===== src/shared/fgt_regs.svh =====
// Purpose: offsets, field positions and reset values of the fine gain trim bank
// Assumes: registers are word aligned on the bus, byte address is four times the index
// Notes: definitions only
`ifndef FGT_REGS_SVH
`define FGT_REGS_SVH

// register indices
`define FGT_IDX_A0_DUAL 10'h350
`define FGT_IDX_A1_DUAL 10'h351
`define FGT_IDX_B0_DUAL 10'h352
`define FGT_IDX_B1_DUAL 10'h353
`define FGT_IDX_A0_SINGLE 10'h354
`define FGT_IDX_A1_SINGLE 10'h355
`define FGT_IDX_B0_SINGLE 10'h356
`define FGT_IDX_B1_SINGLE 10'h357
`define FGT_IDX_CTRL 10'h358
`define FGT_IDX_STATUS 10'h359

// slots inside the bank
`define FGT_NUM_TRIM 8
`define FGT_SINGLE_BASE 4
`define FGT_SLOT_CTRL 4'h8
`define FGT_SLOT_STATUS 4'h9
`define FGT_SLOT_MISS 4'hf

// fields
`define FGT_TRIM_MSB 4
`define FGT_TRIM_LSB 0
`define FGT_REG_MSB 7
`define FGT_CTRL_SINGLE_BIT 0
`define FGT_CTRL_RELOAD_BIT 1
`define FGT_STAT_LOADED_BIT 0
`define FGT_STAT_MODE_BIT 1

// reset values
`define FGT_TRIM_RST 8'h00
`define FGT_CTRL_RST 8'h00

// bus
`define FGT_ADDR_W 12
`define FGT_RESP_OKAY 2'b00
`define FGT_RESP_SLVERR 2'b10

`endif


===== src/shared/fgt_pkg.sv =====
// Purpose: types shared by the fine gain trim bank
// Assumes: nothing
// Notes: constants live in fgt_regs.svh
package fgt_pkg;
   typedef logic [7:0] fgt_reg_t;
   typedef logic [4:0] fgt_trim_t;
   typedef logic [3:0] fgt_slot_t;
   typedef enum logic [0:0] {FGT_LOAD, FGT_RUN} fgt_state_t;
endpackage


===== src/hw/fgt_axil_slave.sv =====
// Purpose: axi4-lite slave front end of the fine gain trim bank
// Assumes: one write and one read outstanding at most
// Notes: every bus output comes from a flip-flop
`timescale 1ns/10ps
`include "fgt_regs.svh"
module fgt_axil_slave (
   input wire logic clk_sys,
   input wire logic rst,
   input wire logic [`FGT_ADDR_W-1:0] s_axi_awaddr,
   input wire logic s_axi_awvalid,
   output logic s_axi_awready,
   input wire logic [31:0] s_axi_wdata,
   input wire logic [3:0] s_axi_wstrb,
   input wire logic s_axi_wvalid,
   output logic s_axi_wready,
   output logic [1:0] s_axi_bresp,
   output logic s_axi_bvalid,
   input wire logic s_axi_bready,
   input wire logic [`FGT_ADDR_W-1:0] s_axi_araddr,
   input wire logic s_axi_arvalid,
   output logic s_axi_arready,
   output logic [31:0] s_axi_rdata,
   output logic [1:0] s_axi_rresp,
   output logic s_axi_rvalid,
   input wire logic s_axi_rready,
   output logic wrFire,
   output logic [`FGT_ADDR_W-1:0] wrAddr,
   output logic [31:0] wrData,
   output logic [3:0] wrStrb,
   input wire logic wrErr,
   output logic rdFire,
   output logic [`FGT_ADDR_W-1:0] rdAddr,
   input wire logic [31:0] rdData,
   input wire logic rdErr
);
   logic awTake, wTake, arTake, bDone, rDone;
   logic awHeld_q, awHeld_d, wHeld_q, wHeld_d, arHeld_q, arHeld_d;

   ////////////////////////////////////////////////////////////////
   // handshakes
   assign awTake = s_axi_awvalid & s_axi_awready;
   assign wTake = s_axi_wvalid & s_axi_wready;
   assign arTake = s_axi_arvalid & s_axi_arready;
   assign bDone = s_axi_bvalid & s_axi_bready;
   assign rDone = s_axi_rvalid & s_axi_rready;
   assign awHeld_d = awTake | (awHeld_q & ~bDone);
   assign wHeld_d = wTake | (wHeld_q & ~bDone);
   assign arHeld_d = arTake | (arHeld_q & ~rDone);
   assign wrFire = awHeld_q & wHeld_q & ~s_axi_bvalid;
   assign rdFire = arHeld_q & ~s_axi_rvalid;

   ////////////////////////////////////////////////////////////////
   // write channels
   always_ff @(posedge clk_sys or posedge rst) begin
      if (rst) begin
         awHeld_q <= 1'b0;
         wHeld_q <= 1'b0;
         s_axi_awready <= 1'b0;
         s_axi_wready <= 1'b0;
      end else begin
         awHeld_q <= awHeld_d;
         wHeld_q <= wHeld_d;
         s_axi_awready <= ~awHeld_d;
         s_axi_wready <= ~wHeld_d;
      end
   end

   always_ff @(posedge clk_sys or posedge rst) begin
      if (rst) begin
         wrAddr <= '0;
         wrData <= '0;
         wrStrb <= '0;
      end else begin
         if (awTake) begin
            wrAddr <= s_axi_awaddr;
         end
         if (wTake) begin
            wrData <= s_axi_wdata;
            wrStrb <= s_axi_wstrb;
         end
      end
   end

   always_ff @(posedge clk_sys or posedge rst) begin
      if (rst) begin
         s_axi_bvalid <= 1'b0;
         s_axi_bresp <= `FGT_RESP_OKAY;
      end else if (wrFire) begin
         s_axi_bvalid <= 1'b1;
         s_axi_bresp <= wrErr ? `FGT_RESP_SLVERR : `FGT_RESP_OKAY;
      end else if (bDone) begin
         s_axi_bvalid <= 1'b0;
      end
   end

   ////////////////////////////////////////////////////////////////
   // read channels
   always_ff @(posedge clk_sys or posedge rst) begin
      if (rst) begin
         arHeld_q <= 1'b0;
         s_axi_arready <= 1'b0;
         rdAddr <= '0;
      end else begin
         arHeld_q <= arHeld_d;
         s_axi_arready <= ~arHeld_d;
         if (arTake) begin
            rdAddr <= s_axi_araddr;
         end
      end
   end

   always_ff @(posedge clk_sys or posedge rst) begin
      if (rst) begin
         s_axi_rvalid <= 1'b0;
         s_axi_rdata <= '0;
         s_axi_rresp <= `FGT_RESP_OKAY;
      end else if (rdFire) begin
         s_axi_rvalid <= 1'b1;
         s_axi_rdata <= rdData;
         s_axi_rresp <= rdErr ? `FGT_RESP_SLVERR : `FGT_RESP_OKAY;
      end else if (rDone) begin
         s_axi_rvalid <= 1'b0;
      end
   end
endmodule


===== src/hw/fgt_trim_bank.sv =====
// Purpose: fine gain trim register bank for the two converter cores
// Assumes: fuse values are stable whenever the bank loads them
// Notes: trims applied to the cores follow the selected channel mode
//
// Behaviour
// - read-write register, 5-bit trim core A bank 0 dual mode, bits 4:0.
// - read-write register, 5-bit trim core A bank 1 dual mode.
// - read-write register, 5-bit trim core B bank 0 dual mode.
// - read-write register, 5-bit trim core B bank 1 dual mode.
// - separate read-write register, trim core A bank 0 single mode.
// - separate read-write register, trim core A bank 1 single mode.
// - separate read-write register, trim core B bank 0 single mode.
// - separate read-write register, trim core B bank 1 single mode.
// - after reset every trim field loads its factory fuse value.
//
// Design decision made here: the AXI4-Lite register port.
`timescale 1ns/10ps
`include "fgt_regs.svh"
module fgt_trim_bank (
   input wire logic clk_sys,
   input wire logic rst,
   input wire logic [`FGT_ADDR_W-1:0] s_axi_awaddr,
   input wire logic s_axi_awvalid,
   output logic s_axi_awready,
   input wire logic [31:0] s_axi_wdata,
   input wire logic [3:0] s_axi_wstrb,
   input wire logic s_axi_wvalid,
   output logic s_axi_wready,
   output logic [1:0] s_axi_bresp,
   output logic s_axi_bvalid,
   input wire logic s_axi_bready,
   input wire logic [`FGT_ADDR_W-1:0] s_axi_araddr,
   input wire logic s_axi_arvalid,
   output logic s_axi_arready,
   output logic [31:0] s_axi_rdata,
   output logic [1:0] s_axi_rresp,
   output logic s_axi_rvalid,
   input wire logic s_axi_rready,
   input wire fgt_pkg::fgt_trim_t fuseA0Dual,
   input wire fgt_pkg::fgt_trim_t fuseA1Dual,
   input wire fgt_pkg::fgt_trim_t fuseB0Dual,
   input wire fgt_pkg::fgt_trim_t fuseB1Dual,
   input wire fgt_pkg::fgt_trim_t fuseA0Single,
   input wire fgt_pkg::fgt_trim_t fuseA1Single,
   input wire fgt_pkg::fgt_trim_t fuseB0Single,
   input wire fgt_pkg::fgt_trim_t fuseB1Single,
   output fgt_pkg::fgt_trim_t trimA0,
   output fgt_pkg::fgt_trim_t trimA1,
   output fgt_pkg::fgt_trim_t trimB0,
   output fgt_pkg::fgt_trim_t trimB1,
   output logic singleMode
);
   fgt_pkg::fgt_state_t state_q;
   fgt_pkg::fgt_reg_t trim_q [`FGT_NUM_TRIM];
   fgt_pkg::fgt_trim_t fuseVec [`FGT_NUM_TRIM];
   fgt_pkg::fgt_reg_t ctrl_q;
   logic loaded_q;
   logic wrFire, rdFire, wrErr, rdErr;
   logic [`FGT_ADDR_W-1:0] wrAddr, rdAddr;
   logic [31:0] wrData, rdData;
   logic [3:0] wrStrb;
   fgt_pkg::fgt_slot_t wrSlot, rdSlot;
   logic wrLane0, reloadReq, ctrlHit;
   logic [`FGT_NUM_TRIM-1:0] trimHit;

   ////////////////////////////////////////////////////////////////
   // helpers
   function automatic fgt_pkg::fgt_slot_t slotOf(input logic [`FGT_ADDR_W-1:0] addr);
      logic [9:0] idx;
      fgt_pkg::fgt_slot_t slot;
      idx = addr[`FGT_ADDR_W-1:2];
      case (idx)
         `FGT_IDX_A0_DUAL: begin
            slot = 4'h0;
         end
         `FGT_IDX_A1_DUAL: begin
            slot = 4'h1;
         end
         `FGT_IDX_B0_DUAL: begin
            slot = 4'h2;
         end
         `FGT_IDX_B1_DUAL: begin
            slot = 4'h3;
         end
         `FGT_IDX_A0_SINGLE: begin
            slot = 4'h4;
         end
         `FGT_IDX_A1_SINGLE: begin
            slot = 4'h5;
         end
         `FGT_IDX_B0_SINGLE: begin
            slot = 4'h6;
         end
         `FGT_IDX_B1_SINGLE: begin
            slot = 4'h7;
         end
         `FGT_IDX_CTRL: begin
            slot = `FGT_SLOT_CTRL;
         end
         `FGT_IDX_STATUS: begin
            slot = `FGT_SLOT_STATUS;
         end
         default: begin
            slot = `FGT_SLOT_MISS;
         end
      endcase
      if (addr[1:0] != 2'b00) begin
         slot = `FGT_SLOT_MISS;
      end
      return slot;
   endfunction

   function automatic fgt_pkg::fgt_trim_t fieldOf(input fgt_pkg::fgt_reg_t value);
      return value[`FGT_TRIM_MSB:`FGT_TRIM_LSB];
   endfunction

   ////////////////////////////////////////////////////////////////
   // bus front end
   fgt_axil_slave u_slave (
      .clk_sys(clk_sys),
      .rst(rst),
      .s_axi_awaddr(s_axi_awaddr),
      .s_axi_awvalid(s_axi_awvalid),
      .s_axi_awready(s_axi_awready),
      .s_axi_wdata(s_axi_wdata),
      .s_axi_wstrb(s_axi_wstrb),
      .s_axi_wvalid(s_axi_wvalid),
      .s_axi_wready(s_axi_wready),
      .s_axi_bresp(s_axi_bresp),
      .s_axi_bvalid(s_axi_bvalid),
      .s_axi_bready(s_axi_bready),
      .s_axi_araddr(s_axi_araddr),
      .s_axi_arvalid(s_axi_arvalid),
      .s_axi_arready(s_axi_arready),
      .s_axi_rdata(s_axi_rdata),
      .s_axi_rresp(s_axi_rresp),
      .s_axi_rvalid(s_axi_rvalid),
      .s_axi_rready(s_axi_rready),
      .wrFire(wrFire),
      .wrAddr(wrAddr),
      .wrData(wrData),
      .wrStrb(wrStrb),
      .wrErr(wrErr),
      .rdFire(rdFire),
      .rdAddr(rdAddr),
      .rdData(rdData),
      .rdErr(rdErr)
   );

   ////////////////////////////////////////////////////////////////
   // address decode
   assign wrSlot = slotOf(wrAddr);
   assign rdSlot = slotOf(rdAddr);
   assign wrErr = (wrSlot == `FGT_SLOT_MISS);
   assign rdErr = (rdSlot == `FGT_SLOT_MISS);
   assign wrLane0 = wrFire & wrStrb[0];
   assign ctrlHit = wrLane0 & (wrSlot == `FGT_SLOT_CTRL);
   assign reloadReq = ctrlHit & wrData[`FGT_CTRL_RELOAD_BIT];

   ////////////////////////////////////////////////////////////////
   // write hits per trim slot
   always_comb begin
      for (int i = 0; i < `FGT_NUM_TRIM; i++) begin
         trimHit[i] = wrLane0 && (wrSlot == fgt_pkg::fgt_slot_t'(i));
      end
   end

   ////////////////////////////////////////////////////////////////
   // fuse values in slot order
   assign fuseVec[0] = fuseA0Dual;
   assign fuseVec[1] = fuseA1Dual;
   assign fuseVec[2] = fuseB0Dual;
   assign fuseVec[3] = fuseB1Dual;
   assign fuseVec[4] = fuseA0Single;
   assign fuseVec[5] = fuseA1Single;
   assign fuseVec[6] = fuseB0Single;
   assign fuseVec[7] = fuseB1Single;

   ////////////////////////////////////////////////////////////////
   // load sequencer
   always_ff @(posedge clk_sys or posedge rst) begin
      if (rst) begin
         state_q <= fgt_pkg::FGT_LOAD;
      end else begin
         case (state_q)
            fgt_pkg::FGT_LOAD: begin
               state_q <= fgt_pkg::FGT_RUN;
            end
            fgt_pkg::FGT_RUN: begin
               if (reloadReq) begin
                  state_q <= fgt_pkg::FGT_LOAD;
               end
            end
            default: begin
               state_q <= fgt_pkg::FGT_LOAD;
            end
         endcase
      end
   end

   always_ff @(posedge clk_sys or posedge rst) begin
      if (rst) begin
         loaded_q <= 1'b0;
      end else if (state_q == fgt_pkg::FGT_LOAD) begin
         loaded_q <= 1'b1;
      end else if (reloadReq) begin
         loaded_q <= 1'b0;
      end
   end

   ////////////////////////////////////////////////////////////////
   // trim registers, fuse load beats a write in the same cycle
   always_ff @(posedge clk_sys or posedge rst) begin
      if (rst) begin
         for (int i = 0; i < `FGT_NUM_TRIM; i++) begin
            trim_q[i] <= `FGT_TRIM_RST;
         end
      end else begin
         for (int i = 0; i < `FGT_NUM_TRIM; i++) begin
            if (state_q == fgt_pkg::FGT_LOAD) begin
               trim_q[i] <= {3'b000, fuseVec[i]};
            end else if (trimHit[i]) begin
               trim_q[i] <= wrData[`FGT_REG_MSB:0];
            end
         end
      end
   end

   ////////////////////////////////////////////////////////////////
   // control register
   always_ff @(posedge clk_sys or posedge rst) begin
      if (rst) begin
         ctrl_q <= `FGT_CTRL_RST;
      end else if (ctrlHit) begin
         ctrl_q <= wrData[`FGT_REG_MSB:0];
         ctrl_q[`FGT_CTRL_RELOAD_BIT] <= 1'b0;
      end
   end

   ////////////////////////////////////////////////////////////////
   // read mux
   always_comb begin
      rdData = '0;
      case (rdSlot)
         4'h0, 4'h1, 4'h2, 4'h3: begin
            rdData[`FGT_REG_MSB:0] = trim_q[rdSlot[2:0]];
         end
         4'h4, 4'h5, 4'h6, 4'h7: begin
            rdData[`FGT_REG_MSB:0] = trim_q[rdSlot[2:0]];
         end
         `FGT_SLOT_CTRL: begin
            rdData[`FGT_REG_MSB:0] = ctrl_q;
         end
         `FGT_SLOT_STATUS: begin
            rdData[`FGT_STAT_LOADED_BIT] = loaded_q;
            rdData[`FGT_STAT_MODE_BIT] = singleMode;
         end
         default: begin
            rdData = '0;
         end
      endcase
   end

   ////////////////////////////////////////////////////////////////
   // applied trims per core and bank
   always_ff @(posedge clk_sys or posedge rst) begin
      if (rst) begin
         singleMode <= 1'b0;
      end else begin
         singleMode <= ctrl_q[`FGT_CTRL_SINGLE_BIT];
      end
   end

   always_ff @(posedge clk_sys or posedge rst) begin
      if (rst) begin
         trimA0 <= '0;
      end else if (ctrl_q[`FGT_CTRL_SINGLE_BIT]) begin
         trimA0 <= fieldOf(trim_q[`FGT_SINGLE_BASE]);
      end else begin
         trimA0 <= fieldOf(trim_q[0]);
      end
   end

   always_ff @(posedge clk_sys or posedge rst) begin
      if (rst) begin
         trimA1 <= '0;
      end else if (ctrl_q[`FGT_CTRL_SINGLE_BIT]) begin
         trimA1 <= fieldOf(trim_q[`FGT_SINGLE_BASE + 1]);
      end else begin
         trimA1 <= fieldOf(trim_q[1]);
      end
   end

   always_ff @(posedge clk_sys or posedge rst) begin
      if (rst) begin
         trimB0 <= '0;
      end else if (ctrl_q[`FGT_CTRL_SINGLE_BIT]) begin
         trimB0 <= fieldOf(trim_q[`FGT_SINGLE_BASE + 2]);
      end else begin
         trimB0 <= fieldOf(trim_q[2]);
      end
   end

   always_ff @(posedge clk_sys or posedge rst) begin
      if (rst) begin
         trimB1 <= '0;
      end else if (ctrl_q[`FGT_CTRL_SINGLE_BIT]) begin
         trimB1 <= fieldOf(trim_q[`FGT_SINGLE_BASE + 3]);
      end else begin
         trimB1 <= fieldOf(trim_q[3]);
      end
   end
endmodule


===== config.mk =====
export PLATFORM = sky130hd
export DESIGN_NAME = fgt_trim_bank
export DESIGN_NICKNAME = d
export VERILOG_FILES = /design/src/shared/fgt_pkg.sv /design/src/hw/fgt_axil_slave.sv /design/src/hw/fgt_trim_bank.sv
export VERILOG_INCLUDE_DIRS = /design/src /design/src/shared
export SDC_FILE = /design/constraint.sdc
export NUM_CORES = 1
export LEC_CHECK = 0
export ABC_AREA = 1
export BUFFER_PORTS_ARGS = -buffer_cell sky130_fd_sc_hd__buf_2
export CAP_MARGIN = 20
export CELL_PAD_IN_SITES_DETAIL_PLACEMENT = 1
export CELL_PAD_IN_SITES_GLOBAL_PLACEMENT = 2
export CORE_AREA = 10 10 153 155
export CTS_BUF_LIST = sky130_fd_sc_hd__clkbuf_8
export DETAILED_ROUTE_END_ITERATION = 10
export DIE_AREA = 0 0 163 165
export HOLD_SLACK_MARGIN = 0.1
export PLACE_DENSITY_LB_ADDON = 0.1
export SYNTH_ARGS = -nofsm -noshare
export SYNTH_HDL_FRONTEND = slang
export SYNTH_SLANG_ARGS = --single-unit

===== constraint.sdc =====
create_clock -name clk_sys -period 13 [get_ports clk_sys]
set_input_delay 1.3 -clock clk_sys [delete_from_list [all_inputs] [get_ports clk_sys]]
set_output_delay 1.3 -clock clk_sys [all_outputs]
set_load 0.01 [all_outputs]

==> results of run 1 <==
==> through the flow <==
step | setup slack [ps] | cell area [um^2] | power (mW)
6_report | 10180 | 8030 | 1.29
5_1_grt | 10000 | 8030 | 1.38
4_1_cts | 10220 | 8020 | 1.31
3_5_place_dp | 10120 | 7660 | 0.966
3_3_place_gp | 10180 | 7660 | 0.947
2_1_floorplan | 7810 | 7070 | 0.828
==> cell families after synthesis <==
group,count (synthesis),share of synthesized area [%]
compound gates,136,10.6
simple gates,381,23.9
mux,27,4.36
flops,145,52.0
other cells,1,0.0538
buf+inv,127,9.02
==> final cells by class <==
type | count | area [um^2] | area share, %
Tap cell | 270 | 338 | 4.21
Multi-Input combinational cell | 570 | 2810 | 35.0
Inverter | 72 | 279 | 3.48
Clock inverter | 10 | 86.3 | 1.08
Timing Repair Buffer | 120 | 611 | 7.60
Sequential cell | 145 | 3630 | 45.2
Clock buffer | 20 | 275 | 3.43
==> worst max-delay path, stage by stage, from the launching register on <==
cell and delay [ps]:
dfrtp_1 380, inv_1 80, nand2_1 80, nor2_4 160, nand3_2 130, nand2_2 380
nand3_2 420, clkinv_2 290, nand2_1 100, nor2_1 250, nand2_1 90, nand2_1 130
nand2_1 100, a21oi_1 140
==> state kept, by name (all words and copies together) (netlist names), 5 cells and up <==
| signal | cells |
|---|---|
| trimB0 | 5 |
| trimA1 | 5 |
| u_slave.rdAddr | 12 |
| u_slave.s_axi_rdata | 8 |
| ctrl_q | 7 |
| trimB1 | 5 |
| trim_q | 64 |
| u_slave.wrData | 8 |
| u_slave.wrAddr | 12 |
| trimA0 | 5 |
==> synthesized netlist by cell type, drive strengths merged, types with 2 or more instances <==
cell,number
nand2,205
dfrtp,145
nor2,76
o21ai,74
nand3,72
inv,71
a21oi,41
buf,39
mux2,27
nand4,20
clkbuf,16
o211ai,13
a22oi,5
nor3,5
and3,2
o2111ai,2
==> per-layer routing <==
| metal | up-vias | global-route usage [%] | wire length, um |
|---|---|---|---|
| met4 | 0 | 5.98 | 484 |
| met3 | 25 | 3.31 | 903 |
| met2 | 121 | 30.0 | 11900 |
| li1 | 2853 | - | - |
| met1 | 3001 | 20.7 | 9760 |
| met5 | - | 0 | 0 |
==> how the worst min path moves through the flow <==
| stage | from | to | depth (start not counted) |
|---|---|---|---|
| 6_report | trim_q[45]$_DFFE_PP0P_ | trim_q[45]$_DFFE_PP0P_ | 2 |
| 5_1_grt | trim_q[45]$_DFFE_PP0P_ | trim_q[45]$_DFFE_PP0P_ | 2 |
| 4_1_cts | ctrl_q[7]$_DFFE_PP0N_ | ctrl_q[7]$_DFFE_PP0N_ | 2 |
| 3_5_place_dp | ctrl_q[7]$_DFFE_PP0N_ | ctrl_q[7]$_DFFE_PP0N_ | 2 |
| 3_3_place_gp | ctrl_q[7]$_DFFE_PP0N_ | ctrl_q[7]$_DFFE_PP0N_ | 2 |
| 2_1_floorplan | ctrl_q[0]$_DFFE_PP0N_ | singleMode$_DFF_PP0_ | 0 |
==> power by group through the flow <==
| stage | Combinational (mW) | Sequential, mW | Clock, mW |
|---|---|---|---|
| after global placement | 0.342 | 0.605 | 0 |
| after global routing | 0.397 | 0.613 | 0.369 |
| final | 0.349 | 0.601 | 0.336 |
| after detailed placement | 0.355 | 0.610 | 0 |
| after CTS | 0.356 | 0.602 | 0.349 |
| after floorplan | 0.225 | 0.604 | 0 |
==> flow_summary.yaml, run 1 <==
yosys:
  ys_seq_area_share_pct: 52.0
  synth_top_cell_by_area: "dfrtp_1"
  netlist_instances: 817
  yosysWarnings: 0
  yosys-top-cells-area: "dfrtp_1 52%, nand2_1 11%, nand3_1 4.9%, mux2_2 4.4%, o21ai_0 4.3%"
  synth-edff-count: 0
  synth_top_area_share_pct: 52.0
  post_synth.cell_area_avg_um2: 8.54
  synthFlopType: "dfrtp_1"
  syn_area_mm2: 0.00698
  ys_ff_latch: 145
  yosys.cell_types.count: 34
  ys_async_sr_fraction_pct: 100
power:
  p_int_mw: 0.820
  power_frac_comb_pct: 27.2
  cellPowerDensity_mw_per_mm2: 160
  p_leak_nw: 3.99
  swShare_pct: 36.2
  vdd_drop_max_mv: 0.0809
  p_seq_share_pct: 46.7
  p_clk_share_pct: 26.1
  switching_power_mw: 0.466
sta:
  final_max_slew_viol_count: 0
  max_slew_margin_pct: 38.6
  final-hold-violation-count: 0
  worst_pin_slew_ps: 919
  finClkSkew_ps: 11.5
  whs_ps: 492
  fmax_mhz: 355
  rsz0062_at_grt: "false"
  layout_worst_path_cycle_share_pct: 21.7
  setup_viol: 0
  min_period_ps: 2820
  fin_setup_tns_ps: 0
setup_path:
  critical_path_arrival_ps: 3190
  crit_required_ps: 13370
  r2r-start: "u_slave.rdAddr[7]$_DFFE_PP0P_"
  rrSetupSlack_ps: 10180
  r2r_end: "u_slave.s_axi_rdata[3]$_DFFE_PP0P_"
  crit_path_end_kind: "flop"
  path_class: "reg2reg"
  worstPathMaxFanout: 19
  startpoint_type: "flop"
  r2r.worst_path.cells: 13
  cp-endpoint: "u_slave.s_axi_rdata[3]$_DFFE_PP0P_"
  cp-startpoint: "u_slave.rdAddr[7]$_DFFE_PP0P_"
clocking:
  htree_num_levels: 4
  cts_root_buf: "clkbuf_8"
  cts_tree: "yes"
  hold_buffers: 0
  ctsResizeCount: 0
  cts_buffers: 17
  clk_path_buf_depth: 2
  worstSkewPairLatency_ps: 440
  clock_sinks: 145
  post_cts_buffers: 0
  clk_pin_slew_ps: 80
final_layout:
  nNetsFinal: 1033
  drive_gt1_share_pct: 21.3
  mostFrequentLayoutCell: "nand2_1"
  final_cell_mix: "201 x nand2_1, 145 x dfrtp_1, 115 x buf_2"
  syn_to_final_growth_pct: 15.1
  layoutNonFillerInstCount: 1207
  fillers: 2475
  diodes: 0
  post-route-util_pct: 39.8
drt:
  dr.first_iter.drc_count: 302
  drc: 0
  dr.pass1.iters: 5
  routed_via_density: 4.97
  drt_wl_total_mm: 23.0
  vias: 6000
  routedWlPerCell_um: 19.1
  ant_nets: 0
global_routing:
  grt_usage_pct: 17.2
  grt_pass1_wl_mm: 36.1
  grt_pass1_vias: 6449
  grt_max_degree: 93
  grt-ovfl-total: 0
  antenna_found_initial: 0
floorplanning:
  die_h_um: 165
  dieArea_mm2: 0.0269
  start_util_pct: 34.6
  rows: 52
  die_w_um: 163
  coreArea_mm2: 0.0202
  io-pin-count: 169
outcome:
  status: "finished, final reports clean"
placed_design:
  dp_cells: 1176
  dp_hpwl_mm: 17.0
  port_buffers: 115
  gp_congestion: 0.874
worst_hold_path:
  hp-class: "reg2reg"
job:
  cap_violations: 0
Note: power is estimated with default switching activity, not from simulation.
==> run 2, diff against run 1 <==
Settings changed: CORE_AREA 10 10 153 155 to 10 10 159 161, DIE_AREA 0 0 163 165 to 0 0 169 171.
Clock period 13 ns to 2.8 ns, I/O delays scaled along.
==> run 2 against run 1 <==
  * Critical path depth down 2
  * Fmax up 23%
  * Flip-flop and latch count unchanged
  * Utilization down 0.22 points
  * Clock skew about the same
  * Largest power group unchanged
  * Critical path type unchanged
  * Worst setup slack worse by 9700 ps
  * Die area up 7.5%
  * Cell count up 7.5%
  * Via count up 3.8%
  * Non-clock buffer count up 74
  * Combinational power rose to 5.0 times the previous value
==> flow_summary.yaml, run 2 (synthesized netlist as in run 1, its figures left out) <==
global_routing:
  grt_max_degree: 52
  antenna_found_initial: 0
  grt-ovfl-total: 0
  grt_pass1_wl_mm: 37.8
  grt_pass1_vias: 6700
  grt_usage_pct: 16.6
clocking:
  clk_path_buf_depth: 2
  cts_root_buf: "clkbuf_8"
  htree_num_levels: 4
  ctsResizeCount: 0
  worstSkewPairLatency_ps: 460
  cts_tree: "yes"
  cts_buffers: 17
  hold_buffers: 58
  clk_pin_slew_ps: 90
  clock_sinks: 145
  post_cts_buffers: 0
drt:
  dr.first_iter.drc_count: 309
  dr.pass1.iters: 4
  drt_wl_total_mm: 23.6
  drc: 0
  routedWlPerCell_um: 18.2
  vias: 6229
  ant_nets: 0
  routed_via_density: 4.80
floorplanning:
  die_h_um: 171
  coreArea_mm2: 0.0222
  io-pin-count: 169
  start_util_pct: 31.4
  rows: 55
  dieArea_mm2: 0.0289
  die_w_um: 169
setup_path:
  cp-startpoint: "u_slave.rdAddr[11]$_DFFE_PP0P_"
  critical_path_arrival_ps: 2670
  crit_required_ps: 3170
  max_stage_delay_ps: 550
  r2r-start: "u_slave.rdAddr[11]$_DFFE_PP0P_"
  cpMostUsedCell: "nand2_1"
  worstPathMaxFanout: 11
  critPathSlowestCell: "nand4_1"
  path_cells: "nand2_1 -> inv_1 -> nand2_1 -> nor2_1 -> nand4_1 -> buf_4 -> nand3_1 -> nand2_1 -> nand2_1 -> nand2_1 -> a21oi_1"
  startpoint_type: "flop"
  path_class: "reg2reg"
  crit_path_end_kind: "flop"
sta:
  worst_pin_slew_ps: 849
  finClkSkew_ps: 11.2
  whs_ps: 126
  max_slew_margin_pct: 43.3
  final_max_slew_viol_count: 0
  final-hold-violation-count: 0
  layout_worst_path_cycle_share_pct: 82.1
  fmax_mhz: 435
  setup_viol: 0
  min_period_ps: 2300
  rsz0062_at_grt: "false"
  fin_setup_tns_ps: 0
power:
  cellPowerDensity_mw_per_mm2: 701
  p_int_mw: 3.86
  p_seq_share_pct: 45.1
  p_leak_nw: 4.32
  swShare_pct: 37.4
  vdd_drop_max_mv: 0.416
  power_frac_comb_pct: 28.0
  switching_power_mw: 2.31
  p_clk_share_pct: 26.9
final_layout:
  layoutNonFillerInstCount: 1298
  largestRegisters: "trim_q: 64 flops, u_slave.rdAddr: 12 flops, u_slave.wrAddr: 12 flops"
  syn_to_final_growth_pct: 26.1
  mostFrequentLayoutCell: "nand2_1"
  largest_register: "trim_q"
  nNetsFinal: 1107
  final_cell_mix: "201 x nand2_1, 145 x dfrtp_1, 115 x buf_2"
  fin_area_mm2: 0.00880
  diodes: 0
  largest_register_ffs: 64
  drive_gt1_share_pct: 21.4
placed_design:
  place_area_mm2: 0.00783
  port_buffers: 115
  dp_hpwl_mm: 17.7
  gp_congestion: 0.786
  dp_cells: 1207
job:
  cap_violations: 0
outcome:
  status: "finished, final reports clean"
worst_hold_path:
  hp-class: "in2reg"
  min-delay-start: "fuseB1Dual[0]"
[run 2: cell types whose count changed in the layout (fill, tap and decap cells not counted)]
| cell | delta |
|---|---|
| inv_6 | +3 |
| clkbuf_2 | -1 |
| clkinv_2 | -3 |
| buf_4 | +14 |
| buf_12 | +2 |
| clkbuf_8 | -3 |
| clkinvlp_4 | +1 |
| inv_8 | +3 |
| clkinv_4 | +1 |
| dlygate4sd3_1 | +59 |
[run 2: final cells by class]
type / count / area, um^2
Fill cell: 2663 / 13400
Sequential cell: 145 / 3630
Multi-Input combinational cell: 570 / 2810
Timing Repair Buffer: 194 / 1340
Tap cell: 285 / 357
Inverter: 72 / 278
Clock buffer: 17 / 234
Clock inverter: 15 / 149
[run 2: per-stage QoR]
| step | setup WS (ps) | power, mW | util [%] |
|---|---|---|---|
| 2_1_floorplan | 701 | 3.85 | - |
| 3_3_place_gp | 571 | 4.45 | 35.2 |
| 3_5_place_dp | 496 | 4.53 | 35.2 |
| 4_1_cts | 505 | 6.27 | 39.5 |
| 5_1_grt | 262 | 6.62 | 39.6 |
| 6_report | 501 | 6.17 | 39.6 |
[run 2: worst paths after layout]
path / slack [ps] / end / cells past startpoint
setup / recovery: 500 / u_slave.s_axi_rdata[5]$_DFFE_PP0P_ / 11
hold / removal: 130 / trim_q[32]$_DFFE_PP0P_ / 5
setup reg to reg: 500 / u_slave.s_axi_rdata[5]$_DFFE_PP0P_ / 11
hold reg to reg: 490 / ctrl_q[7]$_DFFE_PP0N_ / 2
max in group asynchronous: 1530 / u_slave.wrAddr[2]$_DFFE_PP0P_ / 4
min in group asynchronous: 530 / trim_q[38]$_DFFE_PP0P_ / 3
[run 2: power by group through the flow]
stage / Sequential [mW] / Combinational [mW] / Clock [mW]
after global routing: 2.85 / 1.96 / 1.82
after CTS: 2.79 / 1.77 / 1.71
final: 2.78 / 1.73 / 1.66
after floorplan: 2.80 / 1.04 / 0
after detailed placement: 2.83 / 1.70 / 0
after global placement: 2.81 / 1.65 / 0
[run 2: per-layer routing]
| layer | part of all wire [%] | up-vias | GRT usage [%] | wire [um] |
|---|---|---|---|---|
| li1 | - | 3005 | - | - |
| met1 | 47 | 3097 | 22.2 | 11200 |
| met2 | 48 | 109 | 26.9 | 11300 |
| met3 | 3.6 | 18 | 3.17 | 861 |
| met4 | 1.0 | 0 | 4.28 | 246 |
| met5 | 0 | - | 0 | 0 |
[run 2: critical path: cells and delay by family, from the launching register on]
kind / cells / cell delay, ps
buf+inv: 2 / 530
compound gates: 1 / 180
flops: 1 / 360
simple gates: 8 / 1140
